## src/core/chain_pkg.sv

```systemverilog
package chain_pkg;

  // ****************************************************************
  // bus geometry
  // ****************************************************************
  localparam int DAL_WIDTH = 16;
  localparam int IOPAGE_OFFSET_LSB = 0;
  localparam int IOPAGE_OFFSET_MSB = 12;
  localparam int IOPAGE_OFFSET_WIDTH = IOPAGE_OFFSET_MSB - IOPAGE_OFFSET_LSB + 1;
  localparam int PRIO_WIDTH = 2;

  // ****************************************************************
  // reset values
  // ****************************************************************
  localparam logic RESET_LOW = 1'h0;

  // ****************************************************************
  // timing counts
  // ****************************************************************
  localparam int CLK_PERIOD_NS = 40;
  localparam int SYNC_STAGES = 2;

  // device dma states
  typedef enum logic [2:0] {
    DMA_IDLE,
    DMA_REQ,
    DMA_ADDR,
    DMA_DATA,
    DMA_DONE
  } dma_state_e;

  // processor arbitration states
  typedef enum logic [1:0] {
    ARB_IDLE,
    ARB_IAK,
    ARB_DMG
  } arb_state_e;

endpackage : chain_pkg

```

## src/core/chain_if.sv

```systemverilog
interface chain_if
  import chain_pkg::*;
();
  // daisy chain and request lines, active high inside the chip
  logic iak;
  logic dmg;
  logic irq;
  logic dmr;
  logic sack;
  logic [PRIO_WIDTH-1:0] irq_level;
  logic [PRIO_WIDTH-1:0] bus_top_level;
  logic init;
  logic bs7;
  logic sync;
  logic dout;
  logic din;
  logic rply;
  logic ref_busy;
  // shared data/address lines, resolved by the bench
  logic [DAL_WIDTH-1:0] dal_m_o;
  logic dal_m_oe;
  logic [DAL_WIDTH-1:0] dal_s_o;
  logic dal_s_oe;
  logic [DAL_WIDTH-1:0] dal;

  modport cpu (
    output iak, dmg, init, bus_top_level, ref_busy, rply, dal_s_o, dal_s_oe,
    input irq, irq_level, dmr, sack, bs7, sync, dout, din, dal_m_o, dal_m_oe, dal
  );
  modport dev (
    input iak, dmg, init, bus_top_level, ref_busy, rply, dal_s_o, dal_s_oe, dal,
    output irq, irq_level, dmr, sack, bs7, sync, dout, din, dal_m_o, dal_m_oe
  );
endinterface : chain_if

```

## src/core/chain_device.sv

```systemverilog
module chain_device
  import chain_pkg::*;
#(
  parameter int PRIO = 1
)(
  // clock, reset, enable
  input wire logic CLK_I,
  input wire logic RST_I,
  input wire logic CE_I,
  // bus side
  chain_if.dev BUS,
  // downstream chain
  output logic IAK_O,
  output logic DMG_O,
  // user side interrupt
  input wire logic IRQ_ENABLE_I,
  input wire logic IRQ_SET_I,
  output logic IRQ_TAKEN_O,
  // user side dma
  input wire logic DMA_START_I,
  input wire logic DMA_WRITE_I,
  input wire logic DMA_IOPAGE_I,
  input wire logic [DAL_WIDTH-1:0] DMA_ADDR_I,
  input wire logic [DAL_WIDTH-1:0] DMA_WDATA_I,
  output logic [DAL_WIDTH-1:0] DMA_RDATA_O,
  output logic DMA_DONE_O,
  output logic DMA_BUSY_O,
  // slave view of the io page
  output logic IOPAGE_HIT_O,
  output logic [IOPAGE_OFFSET_WIDTH-1:0] IOPAGE_OFS_O
);

  // ****************************************************************
  // state
  // ****************************************************************
  typedef struct packed {
    logic [SYNC_STAGES-1:0] iak_sync;
    logic [SYNC_STAGES-1:0] dmg_sync;
    logic iak_prev;
    logic dmg_prev;
    logic iak_keep;
    logic iak_fwd;
    logic dmg_keep;
    logic dmg_fwd;
    logic irq_flag;
    logic taken;
    dma_state_e dma;
    logic [DAL_WIDTH-1:0] addr;
    logic [DAL_WIDTH-1:0] wdata;
    logic [DAL_WIDTH-1:0] rdata;
    logic write;
    logic iopage;
    logic done;
  } dev_s;

  dev_s st_reg;
  dev_s st_next;
  logic iak_s;
  logic dmg_s;
  logic irq_line;

  // synchronised chain inputs, read only from the last stage
  assign iak_s = st_reg.iak_sync[SYNC_STAGES-1];
  assign dmg_s = st_reg.dmg_sync[SYNC_STAGES-1];
  assign irq_line = IRQ_ENABLE_I & st_reg.irq_flag;

  // ****************************************************************
  // next state
  // ****************************************************************
  always_comb
  begin
    st_next = st_reg;
    st_next.iak_sync = {st_reg.iak_sync[SYNC_STAGES-2:0], BUS.iak};
    st_next.dmg_sync = {st_reg.dmg_sync[SYNC_STAGES-2:0], BUS.dmg};
    st_next.iak_prev = iak_s;
    st_next.dmg_prev = dmg_s;
    st_next.done = 1'b0;
    st_next.taken = 1'b0;
    // interrupt flag: set wins over the acceptance clear
    if (IRQ_SET_I)
      st_next.irq_flag = 1'b1;
    // acknowledge: one decision at the rising edge, held till pulse ends
    if (iak_s && !st_reg.iak_prev)
    begin
      if (irq_line && BUS.irq_level == PRIO[PRIO_WIDTH-1:0]
          && BUS.bus_top_level == PRIO[PRIO_WIDTH-1:0])
      begin
        st_next.iak_keep = 1'b1;
        st_next.taken = 1'b1;
        if (!IRQ_SET_I)
          st_next.irq_flag = 1'b0;
      end
      else
        st_next.iak_fwd = 1'b1;
    end
    if (!iak_s)
    begin
      st_next.iak_keep = 1'b0;
      st_next.iak_fwd = 1'b0;
    end
    // grant chain and single-transfer tenure
    case (st_reg.dma)
      DMA_IDLE:
      begin
        if (DMA_START_I)
        begin
          st_next.dma = DMA_REQ;
          st_next.addr = DMA_ADDR_I;
          st_next.wdata = DMA_WDATA_I;
          st_next.write = DMA_WRITE_I;
          st_next.iopage = DMA_IOPAGE_I;
        end
      end
      DMA_REQ:
        // a requester never passes the grant on; during refresh it sits on it
        if (dmg_s && (!st_reg.dmg_prev || st_reg.dmg_keep))
        begin
          st_next.dmg_keep = 1'b1;
          if (!BUS.ref_busy)
            st_next.dma = DMA_ADDR;
        end
      DMA_ADDR:
        st_next.dma = DMA_DATA;
      DMA_DATA:
        if (BUS.rply)
        begin
          st_next.rdata = BUS.dal;
          st_next.dma = DMA_DONE;
        end
      DMA_DONE:
        if (!BUS.rply)
        begin
          st_next.done = 1'b1;
          st_next.dmg_keep = 1'b0; // a stale grant must not open the next tenure
          st_next.dma = DMA_IDLE;
        end
      default:
        st_next.dma = DMA_IDLE;
    endcase
    if (dmg_s && !st_reg.dmg_prev && !st_next.dmg_keep)
      st_next.dmg_fwd = 1'b1;
    if (!dmg_s)
    begin
      st_next.dmg_keep = 1'b0;
      st_next.dmg_fwd = 1'b0;
    end
    // initialize clears requests and mastership
    if (BUS.init)
    begin
      st_next.irq_flag = 1'b0;
      st_next.dma = DMA_IDLE;
      st_next.iak_keep = 1'b0;
      st_next.dmg_keep = 1'b0;
      st_next.iak_fwd = iak_s;
      st_next.dmg_fwd = dmg_s;
    end
  end

  // ****************************************************************
  // registers
  // ****************************************************************
  always_ff @(posedge CLK_I or posedge RST_I)
  begin
    if (RST_I)
      st_reg <= '0;
    else if (CE_I)
      st_reg <= st_next;
  end

  // bus drive; master phases follow the tenure state
  always_comb
  begin
    BUS.irq = irq_line;
    BUS.irq_level = PRIO[PRIO_WIDTH-1:0];
    BUS.dmr = (st_reg.dma == DMA_REQ);
    BUS.sack = (st_reg.dma != DMA_IDLE) && (st_reg.dma != DMA_REQ);
    BUS.sync = BUS.sack;
    BUS.bs7 = BUS.sack && st_reg.iopage;
    BUS.dout = (st_reg.dma == DMA_DATA) && st_reg.write;
    BUS.din = (st_reg.dma == DMA_DATA) && !st_reg.write;
    BUS.dal_m_oe = (st_reg.dma == DMA_ADDR)
                   || (st_reg.dma == DMA_DATA && st_reg.write);
    BUS.dal_m_o = (st_reg.dma == DMA_ADDR) ? st_reg.addr : st_reg.wdata;
  end

  // outputs; init pass-through bypasses the decision flops
  assign IAK_O = BUS.init ? iak_s : st_reg.iak_fwd;
  assign DMG_O = BUS.init ? dmg_s : st_reg.dmg_fwd;
  assign IRQ_TAKEN_O = st_reg.taken;
  assign DMA_RDATA_O = st_reg.rdata;
  assign DMA_DONE_O = st_reg.done;
  assign DMA_BUSY_O = (st_reg.dma != DMA_IDLE);
  // slave side decode of the io page offset
  assign IOPAGE_HIT_O = BUS.bs7 && BUS.sync;
  assign IOPAGE_OFS_O = BUS.dal[IOPAGE_OFFSET_MSB:IOPAGE_OFFSET_LSB];

endmodule : chain_device

```

## src/flat_wrapper.sv

```systemverilog
// flat-port wrapper written by rule: the top's interface ports become plain ports
module chain_device_flat import chain_pkg::*;
#(
  parameter int PRIO = 1
)
  (CLK_I, RST_I, CE_I, IAK_O, DMG_O, IRQ_ENABLE_I, IRQ_SET_I, IRQ_TAKEN_O, DMA_START_I, DMA_WRITE_I, DMA_IOPAGE_I, DMA_ADDR_I, DMA_WDATA_I, DMA_RDATA_O, DMA_DONE_O, DMA_BUSY_O, IOPAGE_HIT_O, IOPAGE_OFS_O, BUS_iak, BUS_dmg, BUS_init, BUS_bus_top_level, BUS_ref_busy, BUS_rply, BUS_dal_s_o, BUS_dal_s_oe, BUS_dal, BUS_irq, BUS_irq_level, BUS_dmr, BUS_sack, BUS_bs7, BUS_sync, BUS_dout, BUS_din, BUS_dal_m_o, BUS_dal_m_oe);
  chain_if BUS_i ();
  input wire logic CLK_I;
  input wire logic RST_I;
  input wire logic CE_I;
  output logic IAK_O;
  output logic DMG_O;
  input wire logic IRQ_ENABLE_I;
  input wire logic IRQ_SET_I;
  output logic IRQ_TAKEN_O;
  input wire logic DMA_START_I;
  input wire logic DMA_WRITE_I;
  input wire logic DMA_IOPAGE_I;
  input wire logic [DAL_WIDTH-1:0] DMA_ADDR_I;
  input wire logic [DAL_WIDTH-1:0] DMA_WDATA_I;
  output logic [DAL_WIDTH-1:0] DMA_RDATA_O;
  output logic DMA_DONE_O;
  output logic DMA_BUSY_O;
  output logic IOPAGE_HIT_O;
  output logic [IOPAGE_OFFSET_WIDTH-1:0] IOPAGE_OFS_O;
  input wire logic [$bits(BUS_i.iak)-1:0] BUS_iak;
  input wire logic [$bits(BUS_i.dmg)-1:0] BUS_dmg;
  input wire logic [$bits(BUS_i.init)-1:0] BUS_init;
  input wire logic [$bits(BUS_i.bus_top_level)-1:0] BUS_bus_top_level;
  input wire logic [$bits(BUS_i.ref_busy)-1:0] BUS_ref_busy;
  input wire logic [$bits(BUS_i.rply)-1:0] BUS_rply;
  input wire logic [$bits(BUS_i.dal_s_o)-1:0] BUS_dal_s_o;
  input wire logic [$bits(BUS_i.dal_s_oe)-1:0] BUS_dal_s_oe;
  input wire logic [$bits(BUS_i.dal)-1:0] BUS_dal;
  output wire logic [$bits(BUS_i.irq)-1:0] BUS_irq;
  output wire logic [$bits(BUS_i.irq_level)-1:0] BUS_irq_level;
  output wire logic [$bits(BUS_i.dmr)-1:0] BUS_dmr;
  output wire logic [$bits(BUS_i.sack)-1:0] BUS_sack;
  output wire logic [$bits(BUS_i.bs7)-1:0] BUS_bs7;
  output wire logic [$bits(BUS_i.sync)-1:0] BUS_sync;
  output wire logic [$bits(BUS_i.dout)-1:0] BUS_dout;
  output wire logic [$bits(BUS_i.din)-1:0] BUS_din;
  output wire logic [$bits(BUS_i.dal_m_o)-1:0] BUS_dal_m_o;
  output wire logic [$bits(BUS_i.dal_m_oe)-1:0] BUS_dal_m_oe;
  assign BUS_i.iak = BUS_iak;
  assign BUS_i.dmg = BUS_dmg;
  assign BUS_i.init = BUS_init;
  assign BUS_i.bus_top_level = BUS_bus_top_level;
  assign BUS_i.ref_busy = BUS_ref_busy;
  assign BUS_i.rply = BUS_rply;
  assign BUS_i.dal_s_o = BUS_dal_s_o;
  assign BUS_i.dal_s_oe = BUS_dal_s_oe;
  assign BUS_i.dal = BUS_dal;
  assign BUS_irq = BUS_i.irq;
  assign BUS_irq_level = BUS_i.irq_level;
  assign BUS_dmr = BUS_i.dmr;
  assign BUS_sack = BUS_i.sack;
  assign BUS_bs7 = BUS_i.bs7;
  assign BUS_sync = BUS_i.sync;
  assign BUS_dout = BUS_i.dout;
  assign BUS_din = BUS_i.din;
  assign BUS_dal_m_o = BUS_i.dal_m_o;
  assign BUS_dal_m_oe = BUS_i.dal_m_oe;
  chain_device #(.PRIO(PRIO)) u_core (.CLK_I(CLK_I), .RST_I(RST_I), .CE_I(CE_I), .BUS(BUS_i), .IAK_O(IAK_O), .DMG_O(DMG_O), .IRQ_ENABLE_I(IRQ_ENABLE_I), .IRQ_SET_I(IRQ_SET_I), .IRQ_TAKEN_O(IRQ_TAKEN_O), .DMA_START_I(DMA_START_I), .DMA_WRITE_I(DMA_WRITE_I), .DMA_IOPAGE_I(DMA_IOPAGE_I), .DMA_ADDR_I(DMA_ADDR_I), .DMA_WDATA_I(DMA_WDATA_I), .DMA_RDATA_O(DMA_RDATA_O), .DMA_DONE_O(DMA_DONE_O), .DMA_BUSY_O(DMA_BUSY_O), .IOPAGE_HIT_O(IOPAGE_HIT_O), .IOPAGE_OFS_O(IOPAGE_OFS_O));
endmodule
```

## config.mk

```make
export PLATFORM = sky130hd
export DESIGN_NAME = chain_device_flat
export DESIGN_NICKNAME = d
export VERILOG_FILES = /design/src/core/chain_pkg.sv /design/src/core/chain_if.sv /design/src/core/chain_device.sv /design/src/flat_wrapper.sv
export SDC_FILE = /design/constraint.sdc
export NUM_CORES = 1
export LEC_CHECK = 0
export BUFFER_PORTS_ARGS = -buffer_cell sky130_fd_sc_hd__buf_2
export CORE_ASPECT_RATIO = 0.6
export CORE_MARGIN = 10
export CORE_UTILIZATION = 44
export DETAILED_ROUTE_END_ITERATION = 10
export PLACE_DENSITY = 0.85
export SLEW_MARGIN = 10
export SYNTH_ARGS = -nofsm -noshare
export SYNTH_HDL_FRONTEND = slang
export SYNTH_SLANG_ARGS = --single-unit
```

## constraint.sdc

```tcl
create_clock -name CLK_I -period 1.65 [get_ports CLK_I]
set_clock_uncertainty 0.05 [all_clocks]
set_input_delay 0.0825 -clock CLK_I [delete_from_list [all_inputs] [get_ports CLK_I]]
set_output_delay 0.0825 -clock CLK_I [all_outputs]
set_load 0.01 [all_outputs]
```

==> results of run 1 <==
==> report_power, final <==
| part | internal [mW] | leakage (nW) | switching (mW) |
|---|---|---|---|
| combinational | 1.69 | 1.67 | 0.904 |
| clock | 1.21 | 0.144 | 0.637 |
| sequential | 2.12 | 0.800 | 0.327 |
==> tightest hold or removal path, stage by stage <==
cell and delay (ns):
buf_2 0.08, nand2b_1 0.11, o31ai_1 0.08
==> layer usage <==
metal | up-vias | part of all wire | track usage
met5 | - | 0 | 0
met4 | 0 | 0.0050 | 0.03245
met3 | 6 | 0.064 | 0.05939
met2 | 96 | 0.48 | 0.2616
met1 | 1195 | 0.45 | 0.1820
li1 | 1152 | - | -
==> cells in the mapped netlist (2+ instances only) <==
library cell   n  area, sq um
buf_6          8        90.09
clkbuf_1       2        7.510
nor2_1         4        15.01
buf_2          2        10.01
nand3_1        3        15.01
nand2b_1       2        12.51
dfrtp_1       65         1627
mux2_2        25        281.5
and2_1         2        12.51
inv_1          7        26.28
nand2_1        6        22.52
nor2b_1        3        18.77
a211oi_1       4        30.03
o21ai_0        5        25.02
mux2_4        48        720.7
nor3_1         3        15.01
conb_1         2        7.510
buf_4         33        247.7
==> worst max path at each step <==
stage | startpoint | end | cells after the start
floorplan | u_core.st_reg[53]$_DFFE_PP0P_ | BUS_dal_m_o[0] | 6
global placement | u_core.st_reg[52]$_DFFE_PP0P_ | BUS_dal_m_o[3] | 5
detailed placement | u_core.st_reg[52]$_DFFE_PP0P_ | BUS_dal_m_o[3] | 5
CTS | u_core.st_reg[53]$_DFFE_PP0P_ | BUS_dal_m_o[3] | 5
global route | u_core.st_reg[53]$_DFFE_PP0P_ | BUS_dal_m_o[5] | 5
finish | u_core.st_reg[53]$_DFFE_PP0P_ | BUS_dal_m_o[13] | 5
==> per-stage QoR <==
stage | TNS, ns | worst slack (ns) | util
after floorplan | 0 | 0.1367 | -
after global placement | 0 | 0.06206 | 0.5349
after detailed placement | 0 | 0.02892 | 0.5349
after CTS | -3.200 | -0.2187 | 0.6685
after global routing | -4.332 | -0.2026 | 0.6869
final | -2.756 | -0.1598 | 0.6869
==> kinds of logic (layout without fill, tap and decap cells) <==
logic type,count (synthesis),after routing,share of synthesized area
simple gates,38,38,0.08187
mux,74,74,0.2957
flops,65,65,0.4751
buf+inv,52,218,0.1115
compound gates,17,17,0.03363
other cells,2,2,0.002194
==> final cells by class <==
| type | count | area [sq um] |
|---|---|---|
| fill | 523 | 2322 |
| sequential | 65 | 1630 |
| timing repair buffer | 195 | 1549 |
| multi-input combinational | 131 | 1465 |
| clock buffer | 13 | 250.2 |
| tap | 104 | 130.1 |
| clock inverter | 3 | 40.04 |
| inverter | 7 | 30.03 |
==> what timing repair did <==
item / 4_1_cts / 5_1_grt
gates resized for setup: 24 / 21
buffers inserted: 2 / 3
setup endpoints to repair: 17 / 39
endpoints found under the hold margin: 118 / 0
hold buffers: 54 / 0
pin swaps: 1 / 0
cloned: 1 / 2
==> flow_summary.json, run 1 <==
{
  "setup_slack_ns": -0.1598,
  "vias_per_cell": 4.728,
  "ys_seq_area_frac": 0.4751,
  "ant_nets": 0,
  "dieArea_sq_um": 11820,
  "final_common_cell": "buf_2",
  "die_x_um": 133.9,
  "status": "finished, violations left",
  "fin_cells": 518,
  "portBuffers": 121,
  "wl_um": 9260,
  "arrival_ns": 1.68,
  "pwr_density_cell_nw_per_um2": 1351,
  "crit_fanout": 4,
  "maxCapViolCount": 0,
  "cp-end-kind": "primary output",
  "ys.flop_type": "dfrtp_1",
  "hp-class": "in -> reg",
  "core_sq_um": 7417,
  "grt.overflow.total": 0,
  "dr.pass1.iters": 4,
  "max_freq_mhz": 552.6,
  "synth-async-reset-ratio": 1.000,
  "syn_area_per_cell_sq_um": 13.80,
  "total_power_mw": 6.883,
  "grt_max_degree": 66,
  "vias": 2449,
  "syn_area_sq_um": 3423,
  "drc_errors": 0,
  "hold-path-endpoint": "u_core.st_reg[52]$_DFFE_PP0P_",
  "path_cells": "nor2b_4 > and2b_4 > clkbuf_16 > mux2_4 > buf_6",
  "holdWs_ns": 0.02268,
  "grt_use_total": 0.1532,
  "dp_hpwl_um": 5992,
  "clock_sinks": 65,
  "synth_edf_count": 0,
  "rsz0062_at_grt": "true",
  "cts_tree": "built",
  "cp_slowest_cell": "dfrtp_2",
  "path_class": "reg -> out",
  "syn_to_final_growth_pct": 48.83,
  "gp_congestion": 0.7830,
  "largest_reg_flops": 43,
  "finalSetupViolCount": 40,
  "start_util": 0.4615,
  "holdPathStages": 3,
  "final_cell_area_sq_um": 5095,
  "wl_per_cell_um": 17.88,
  "path_buf_inv": 2,
  "antenna_found_initial": 0,
  "r2r-start": "u_core.st_reg[53]$_DFFE_PP0P_",
  "path_delay_family": "flip-flops",
  "htree_levels": 3,
  "num_rows": 24,
  "dp_cells": 441,
  "final_cell_mix": "buf_2 (103), dfrtp_1 (62), mux2_4 (55)",
  "dr.first_iter.drc_count": 112,
  "synth_cells": 248,
  "min-delay-start": "BUS_ref_busy",
  "synth-seq-cells": 65,
  "crit_required_ns": 1.52,
  "startpoint_type": "flip-flop",
  "grt_first_pass_wirelength_um": 14500,
  "leakage_nw": 2.611,
  "rrSetupSlack_ns": -0.03,
  "hold_violations": 0,
  "die_h_um": 88.33,
  "fin_nets": 489,
  "finalCritPeriodShare": 1.097,
  "clk_latency_ns": 0.32,
  "n_antenna_cell": 0,
  "synth_cell_types": 42,
  "violations": "setup timing",
  "timing.final.crit_period_ns": 1.810,
  "r2r-end": "u_core.st_reg[34]$_DFFE_PP0P_",
  "ios": 141,
  "syn_nets": 328,
  "max_stage_delay_ns": 0.43,
  "peakVddDrop_mv": 0.9759,
  "placedInstanceArea_sq_um": 3968,
  "slew_viol_final": 0,
  "r2r_cells": 6,
  "cts_root_buffer": "clkbuf_16",
  "path_clk_slew_ns": 0.05,
  "yosys_warnings": 0,
  "numCtsBuffers": 9,
  "drive_gt1_frac": 0.5797,
  "clk_path_buf_depth": 2,
  "grt_pass1_vias": 2740
}
(Power assumes the default switching activity.)
==> run 2: changes to the inputs <==
--- a/config.mk
+++ b/config.mk
@@ -10,7 +10,7 @@
 export CORE_MARGIN = 10
 export CORE_UTILIZATION = 44
 export DETAILED_ROUTE_END_ITERATION = 10
-export PLACE_DENSITY = 0.85
+export PLACE_DENSITY_LB_ADDON = 0.05
 export SLEW_MARGIN = 10
 export SYNTH_ARGS = -nofsm -noshare
 export SYNTH_HDL_FRONTEND = slang
==> flow_summary.json, run 2 (synthesis gave the netlist of run 1 again) <==
{
  "wl_um": 9169,
  "antenna_found_initial": 0,
  "die_x_um": 133.9,
  "grt_max_degree": 66,
  "placedInstanceArea_sq_um": 3940,
  "peakVddDrop_mv": 0.8719,
  "holdWs_ns": 0.03687,
  "max_stage_delay_ns": 0.42,
  "hold_violations": 0,
  "gp_congestion": 0.7562,
  "switchingPower_mw": 1.927,
  "path_delay_family": "flip-flops",
  "dp_hpwl_um": 5470,
  "fin_nets": 496,
  "grt.overflow.total": 0,
  "path_class": "reg -> out",
  "start_util": 0.4615,
  "drive_gt1_frac": 0.5914,
  "syn_to_final_growth_pct": 51.94,
  "grt_use_total": 0.1473,
  "timing.final.crit_period_ns": 1.812,
  "vias_per_cell": 4.608,
  "power_frac_comb": 0.384,
  "arrival_ns": 1.68,
  "clk_latency_ns": 0.32,
  "multi_input_area_sq_um": 1473,
  "setup_slack_ns": -0.1620,
  "fin_cells": 525,
  "ios": 141,
  "cts_tree": "built",
  "sw_frac_of_total": 0.2753,
  "n_antenna_cell": 0,
  "cp-end-kind": "primary output",
  "grt_first_pass_wirelength_um": 13830,
  "pwr-share-seq": 0.348,
  "status": "finished, violations left",
  "clock_power_share": 0.268,
  "wl_per_cell_um": 17.46,
  "path_clk_slew_ns": 0.05,
  "rsz0062_at_grt": "true",
  "drc_errors": 0,
  "portBuffers": 121,
  "dieArea_sq_um": 11820,
  "htree_levels": 3,
  "r2r_cells": 6,
  "holdPathStages": 3,
  "core_sq_um": 7417,
  "final.fill_count": 524,
  "max_freq_mhz": 551.9,
  "final_cell_mix": "buf_2 (103), dfrtp_1 (63), mux2_4 (55), dlygate4sd3_1 (55), buf_6 (26)",
  "slew_viol_final": 0,
  "hp-class": "in -> reg",
  "numCtsBuffers": 9,
  "die_h_um": 88.33,
  "largest_reg_flops": 43,
  "final_common_cell": "buf_2",
  "clk_path_buf_depth": 2,
  "dp_cells": 439,
  "final_util": 0.7012,
  "path_cells": "nor2b_4 > and2b_4 > clkbuf_16 > mux2_4 > buf_6",
  "layout.area.seq_sq_um": 1629,
  "dp_slack_ns": 0.04374,
  "finalCritPeriodShare": 1.098,
  "maxCapViolCount": 0,
  "final_cell_area_sq_um": 5201,
  "cp_slowest_cell": "dfrtp_2",
  "clock_sinks": 65,
  "finalSetupViolCount": 52,
  "cp_num_cells": 5,
  "dr.first_iter.drc_count": 93,
  "pwr_density_cell_nw_per_um2": 1345,
  "path_buf_inv": 2,
  "grt_pass1_vias": 2637,
  "p_int_mw": 5.071,
  "startpoint_type": "flip-flop",
  "ant_nets": 0,
  "crit_fanout": 4,
  "cts_root_buffer": "clkbuf_16",
  "vias": 2419,
  "num_rows": 24,
  "leakage_nw": 2.668,
  "crit_required_ns": 1.52,
  "dr.pass1.iters": 4,
  "violations": "setup timing"
}
[run 2: path summary, 6_finish.rpt]
path	from	end	slack [ns]
min	BUS_ref_busy	u_core.st_reg[52]$_DFFE_PP0P_	0.04
max in group asynchronous	RST_I	u_core.st_reg[51]$_DFFE_PP0P_	0.90
max reg2reg	u_core.st_reg[53]$_DFFE_PP0P_	u_core.st_reg[23]$_DFFE_PP0P_	-0.10
max	u_core.st_reg[53]$_DFFE_PP0P_	BUS_dal_m_o[13]	-0.16
min in group asynchronous	RST_I	u_core.DMA_RDATA_O[8]$_DFFE_PP0P_	0.36
min reg2reg	u_core.IRQ_TAKEN_O$_DFFE_PP0P_	u_core.IRQ_TAKEN_O$_DFFE_PP0P_	0.43
[run 2: worst min-delay path: stages]
cell	delay [ns]
buf_2	0.07
nand2b_1	0.12
o31ai_1	0.09
[run 2: area by class of cell]
type / count / area share
repair buffers: 202 / 0.3156
well taps: 104 / 0.02502
inverters: 7 / 0.005773
clock inverters: 5 / 0.01058
clock buffers: 11 / 0.04667
multi-input cells: 131 / 0.2831
flip-flops and latches: 65 / 0.3132
[run 2: power by group through the flow]
stage	combinational (mW)	clock, mW	sequential (mW)
6_report	2.69	1.88	2.43
5_1_grt	2.87	2.00	2.50
4_1_cts	2.49	1.94	2.41
3_5_place_dp	2.05	0	2.43
3_3_place_gp	2.03	0	2.42
2_1_floorplan	1.61	0	2.35
[run 2: routing by layer]
layer / vias up / routed length (um) / GRT usage / part of all wire
met5: - / 0 / 0 / 0
met4: 0 / 74 / 0.04720 / 0.0081
met3: 7 / 591 / 0.05939 / 0.064
met2: 80 / 4101 / 0.2272 / 0.45
met1: 1170 / 4401 / 0.1864 / 0.48
li1: 1162 / - / - / -
[run 2: stage by stage]
stage	total power [mW]	setup TNS, ns
2_1_floorplan	3.963	0
3_3_place_gp	4.443	0
3_5_place_dp	4.484	0
4_1_cts	6.831	-3.167
5_1_grt	7.371	-7.121
6_report	6.997	-4.483
[run 2: timing repair]
action	in CTS	in global routing
pin swaps	3	5
resized for setup	25	20
endpoints found under the hold margin	119	0
setup endpoints to repair	17	52
setup buffers	3	5
cloned	1	6
hold buffers	55	0
==> run 3: changes to the inputs <==
--- a/config.mk
+++ b/config.mk
@@ -8,7 +8,7 @@
 export BUFFER_PORTS_ARGS = -buffer_cell sky130_fd_sc_hd__buf_2
 export CORE_ASPECT_RATIO = 0.6
 export CORE_MARGIN = 10
-export CORE_UTILIZATION = 44
+export CORE_UTILIZATION = 45
 export DETAILED_ROUTE_END_ITERATION = 10
 export PLACE_DENSITY_LB_ADDON = 0.05
 export SLEW_MARGIN = 10
==> constraint.sdc (replaced) <==
create_clock -name CLK_I -period 2.3 [get_ports CLK_I]
set_clock_uncertainty 0.05 [all_clocks]
set_input_delay 0.115 -clock CLK_I [delete_from_list [all_inputs] [get_ports CLK_I]]
set_output_delay 0.115 -clock CLK_I [all_outputs]
set_load 0.01 [all_outputs]
==> flow_summary.json, run 3 (synthesis gave the netlist of run 1 again) <==
{
  "vias": 2309,
  "setup_tns_ns": 0,
  "layout.area.seq_sq_um": 1627,
  "antenna_found_initial": 0,
  "htree_levels": 3,
  "grt_first_pass_wirelength_um": 13590,
  "hp-class": "in -> reg",
  "vias_per_cell": 4.618,
  "dieArea_sq_um": 11610,
  "max_stage_delay_ns": 0.54,
  "finalSetupViolCount": 0,
  "max_freq_mhz": 466.7,
  "core_sq_um": 7327,
  "final_cell_mix": "buf_2 (121), dfrtp_1 (65), dlygate4sd3_1 (51)",
  "clock_power_share": 0.292,
  "finalCritPeriodShare": 0.9316,
  "cts_root_buffer": "clkbuf_16",
  "grt_use_total": 0.1465,
  "num_rows": 24,
  "die_h_um": 87.56,
  "dp_cells": 434,
  "clk_path_buf_depth": 2,
  "die_x_um": 132.6,
  "path_clk_slew_ns": 0.05,
  "final_common_cell": "buf_2",
  "start_util": 0.4672,
  "dp_hpwl_um": 5652,
  "portBuffers": 121,
  "dr.pass1.iters": 4,
  "fin_cells": 500,
  "grt_max_degree": 36,
  "timing.final.crit_period_ns": 2.143,
  "grt_pass1_vias": 2583,
  "cp-end-kind": "primary output",
  "syn_to_final_growth_pct": 36.84,
  "total_power_mw": 4.576,
  "drc_errors": 0,
  "wl_per_cell_um": 16.36,
  "hold_violations": 0,
  "numCtsBuffers": 9,
  "sw_frac_of_total": 0.2695,
  "grt.overflow.total": 0,
  "crit_required_ns": 2.13,
  "wl_um": 8178,
  "slew_headroom": 0.5338,
  "status": "finished, final reports clean",
  "final.fill_count": 582,
  "power_frac_comb": 0.329,
  "leakage_nw": 2.444,
  "setup_slack_ns": 0.1573,
  "maxCapViolCount": 0,
  "cts_tree": "built",
  "ios": 141,
  "n_antenna_cell": 0,
  "crit_fanout": 17,
  "multi_input_area_sq_um": 1415,
  "slew_viol_final": 0,
  "fin_nets": 472,
  "clock_sinks": 65,
  "rsz0062_at_grt": "false",
  "drive_gt1_frac": 0.5581,
  "pwr-share-seq": 0.379,
  "path_cells": "nor2b_4 > and2b_1 > buf_6 > mux2_2 > buf_2",
  "clk_latency_ns": 0.32,
  "cp_slowest_cell": "dfrtp_1",
  "dp_slack_ns": 0.3833,
  "startpoint_type": "flip-flop",
  "dr.first_iter.drc_count": 88,
  "pwr_density_cell_nw_per_um2": 976.8,
  "arrival_ns": 1.98,
  "p_int_mw": 3.342,
  "path_class": "reg -> out",
  "switchingPower_mw": 1.233,
  "ant_nets": 0,
  "cts_setup_buffers": 0,
  "largest_reg_flops": 43,
  "peakVddDrop_mv": 0.6956,
  "gp_congestion": 0.7641,
  "tightest_slew_ns": 0.6982
}
run 3: stage by stage:
| step | util | cell area, sq um | hold slack [ns] |
|---|---|---|---|
| 2_1_floorplan | - | 3423 | 0.2063 |
| 3_3_place_gp | 0.5287 | 3874 | 0.2200 |
| 3_5_place_dp | 0.5287 | 3874 | 0.2215 |
| 4_1_cts | 0.6388 | 4681 | 0.005500 |
| 5_1_grt | 0.6393 | 4684 | 0.008482 |
| 6_report | 0.6393 | 4684 | 0.02030 |
run 3: cell type report:
cell class                      count  area share
Clock buffer                       12     0.05475
Clock inverter                      3    0.008547
Inverter                            7    0.005609
Multi-Input combinational cell    131      0.3021
Sequential cell                    65      0.3472
Tap cell                          104     0.02778
Timing Repair Buffer              178      0.2540
run 3: repair_timing:
item,4_1_cts,5_1_grt
setup endpoints to repair,0,4
resized for setup,0,1
hold buffers,51,0
endpoints found under the hold margin,80,0
run 3: power groups by stage:
| stage | clock network [mW] | registers [mW] | logic, mW |
|---|---|---|---|
| 4_1_cts | 1.37 | 1.74 | 1.53 |
| 2_1_floorplan | 0 | 1.69 | 1.16 |
| 3_3_place_gp | 0 | 1.73 | 1.43 |
| 5_1_grt | 1.44 | 1.80 | 1.63 |
| 6_report | 1.34 | 1.74 | 1.50 |
| 3_5_place_dp | 0 | 1.75 | 1.45 |
run 3: routing by layer:
layer / part of all wire / vias up / GRT usage
met4: 0.0054 / 0 / 0.03579
met1: 0.47 / 1107 / 0.1836
met5: 0 / - / 0
li1: - / 1122 / -
met2: 0.46 / 74 / 0.2317
met3: 0.061 / 6 / 0.06229
run 3: final timing paths:
kind / start / endpoint / slack, ns / depth (start not counted)
worst max register to register: u_core.st_reg[53]$_DFFE_PP0P_ / u_core.st_reg[24]$_DFFE_PP0P_ / 0.39 / 4
worst min-delay path: BUS_dal[9] / u_core.DMA_RDATA_O[9]$_DFFE_PP0P_ / 0.02 / 2
min in group asynchronous: RST_I / u_core.DMA_RDATA_O[10]$_DFFE_PP0P_ / 0.42 / 3
worst max-delay path: u_core.st_reg[53]$_DFFE_PP0P_ / BUS_dal_m_o[4] / 0.16 / 5
max in group asynchronous: RST_I / u_core.DMA_RDATA_O[9]$_DFFE_PP0P_ / 1.15 / 4
worst min register to register: u_core.IRQ_TAKEN_O$_DFFE_PP0P_ / u_core.IRQ_TAKEN_O$_DFFE_PP0P_ / 0.42 / 1
run 3: worst max-delay path, delay by kind of cell (launching register included):
family / cells / cell delay (ns)
and+or+nand+nor: 2 / 0.38
buffers and inverters: 2 / 0.36
DFF: 1 / 0.54
muxes: 1 / 0.37
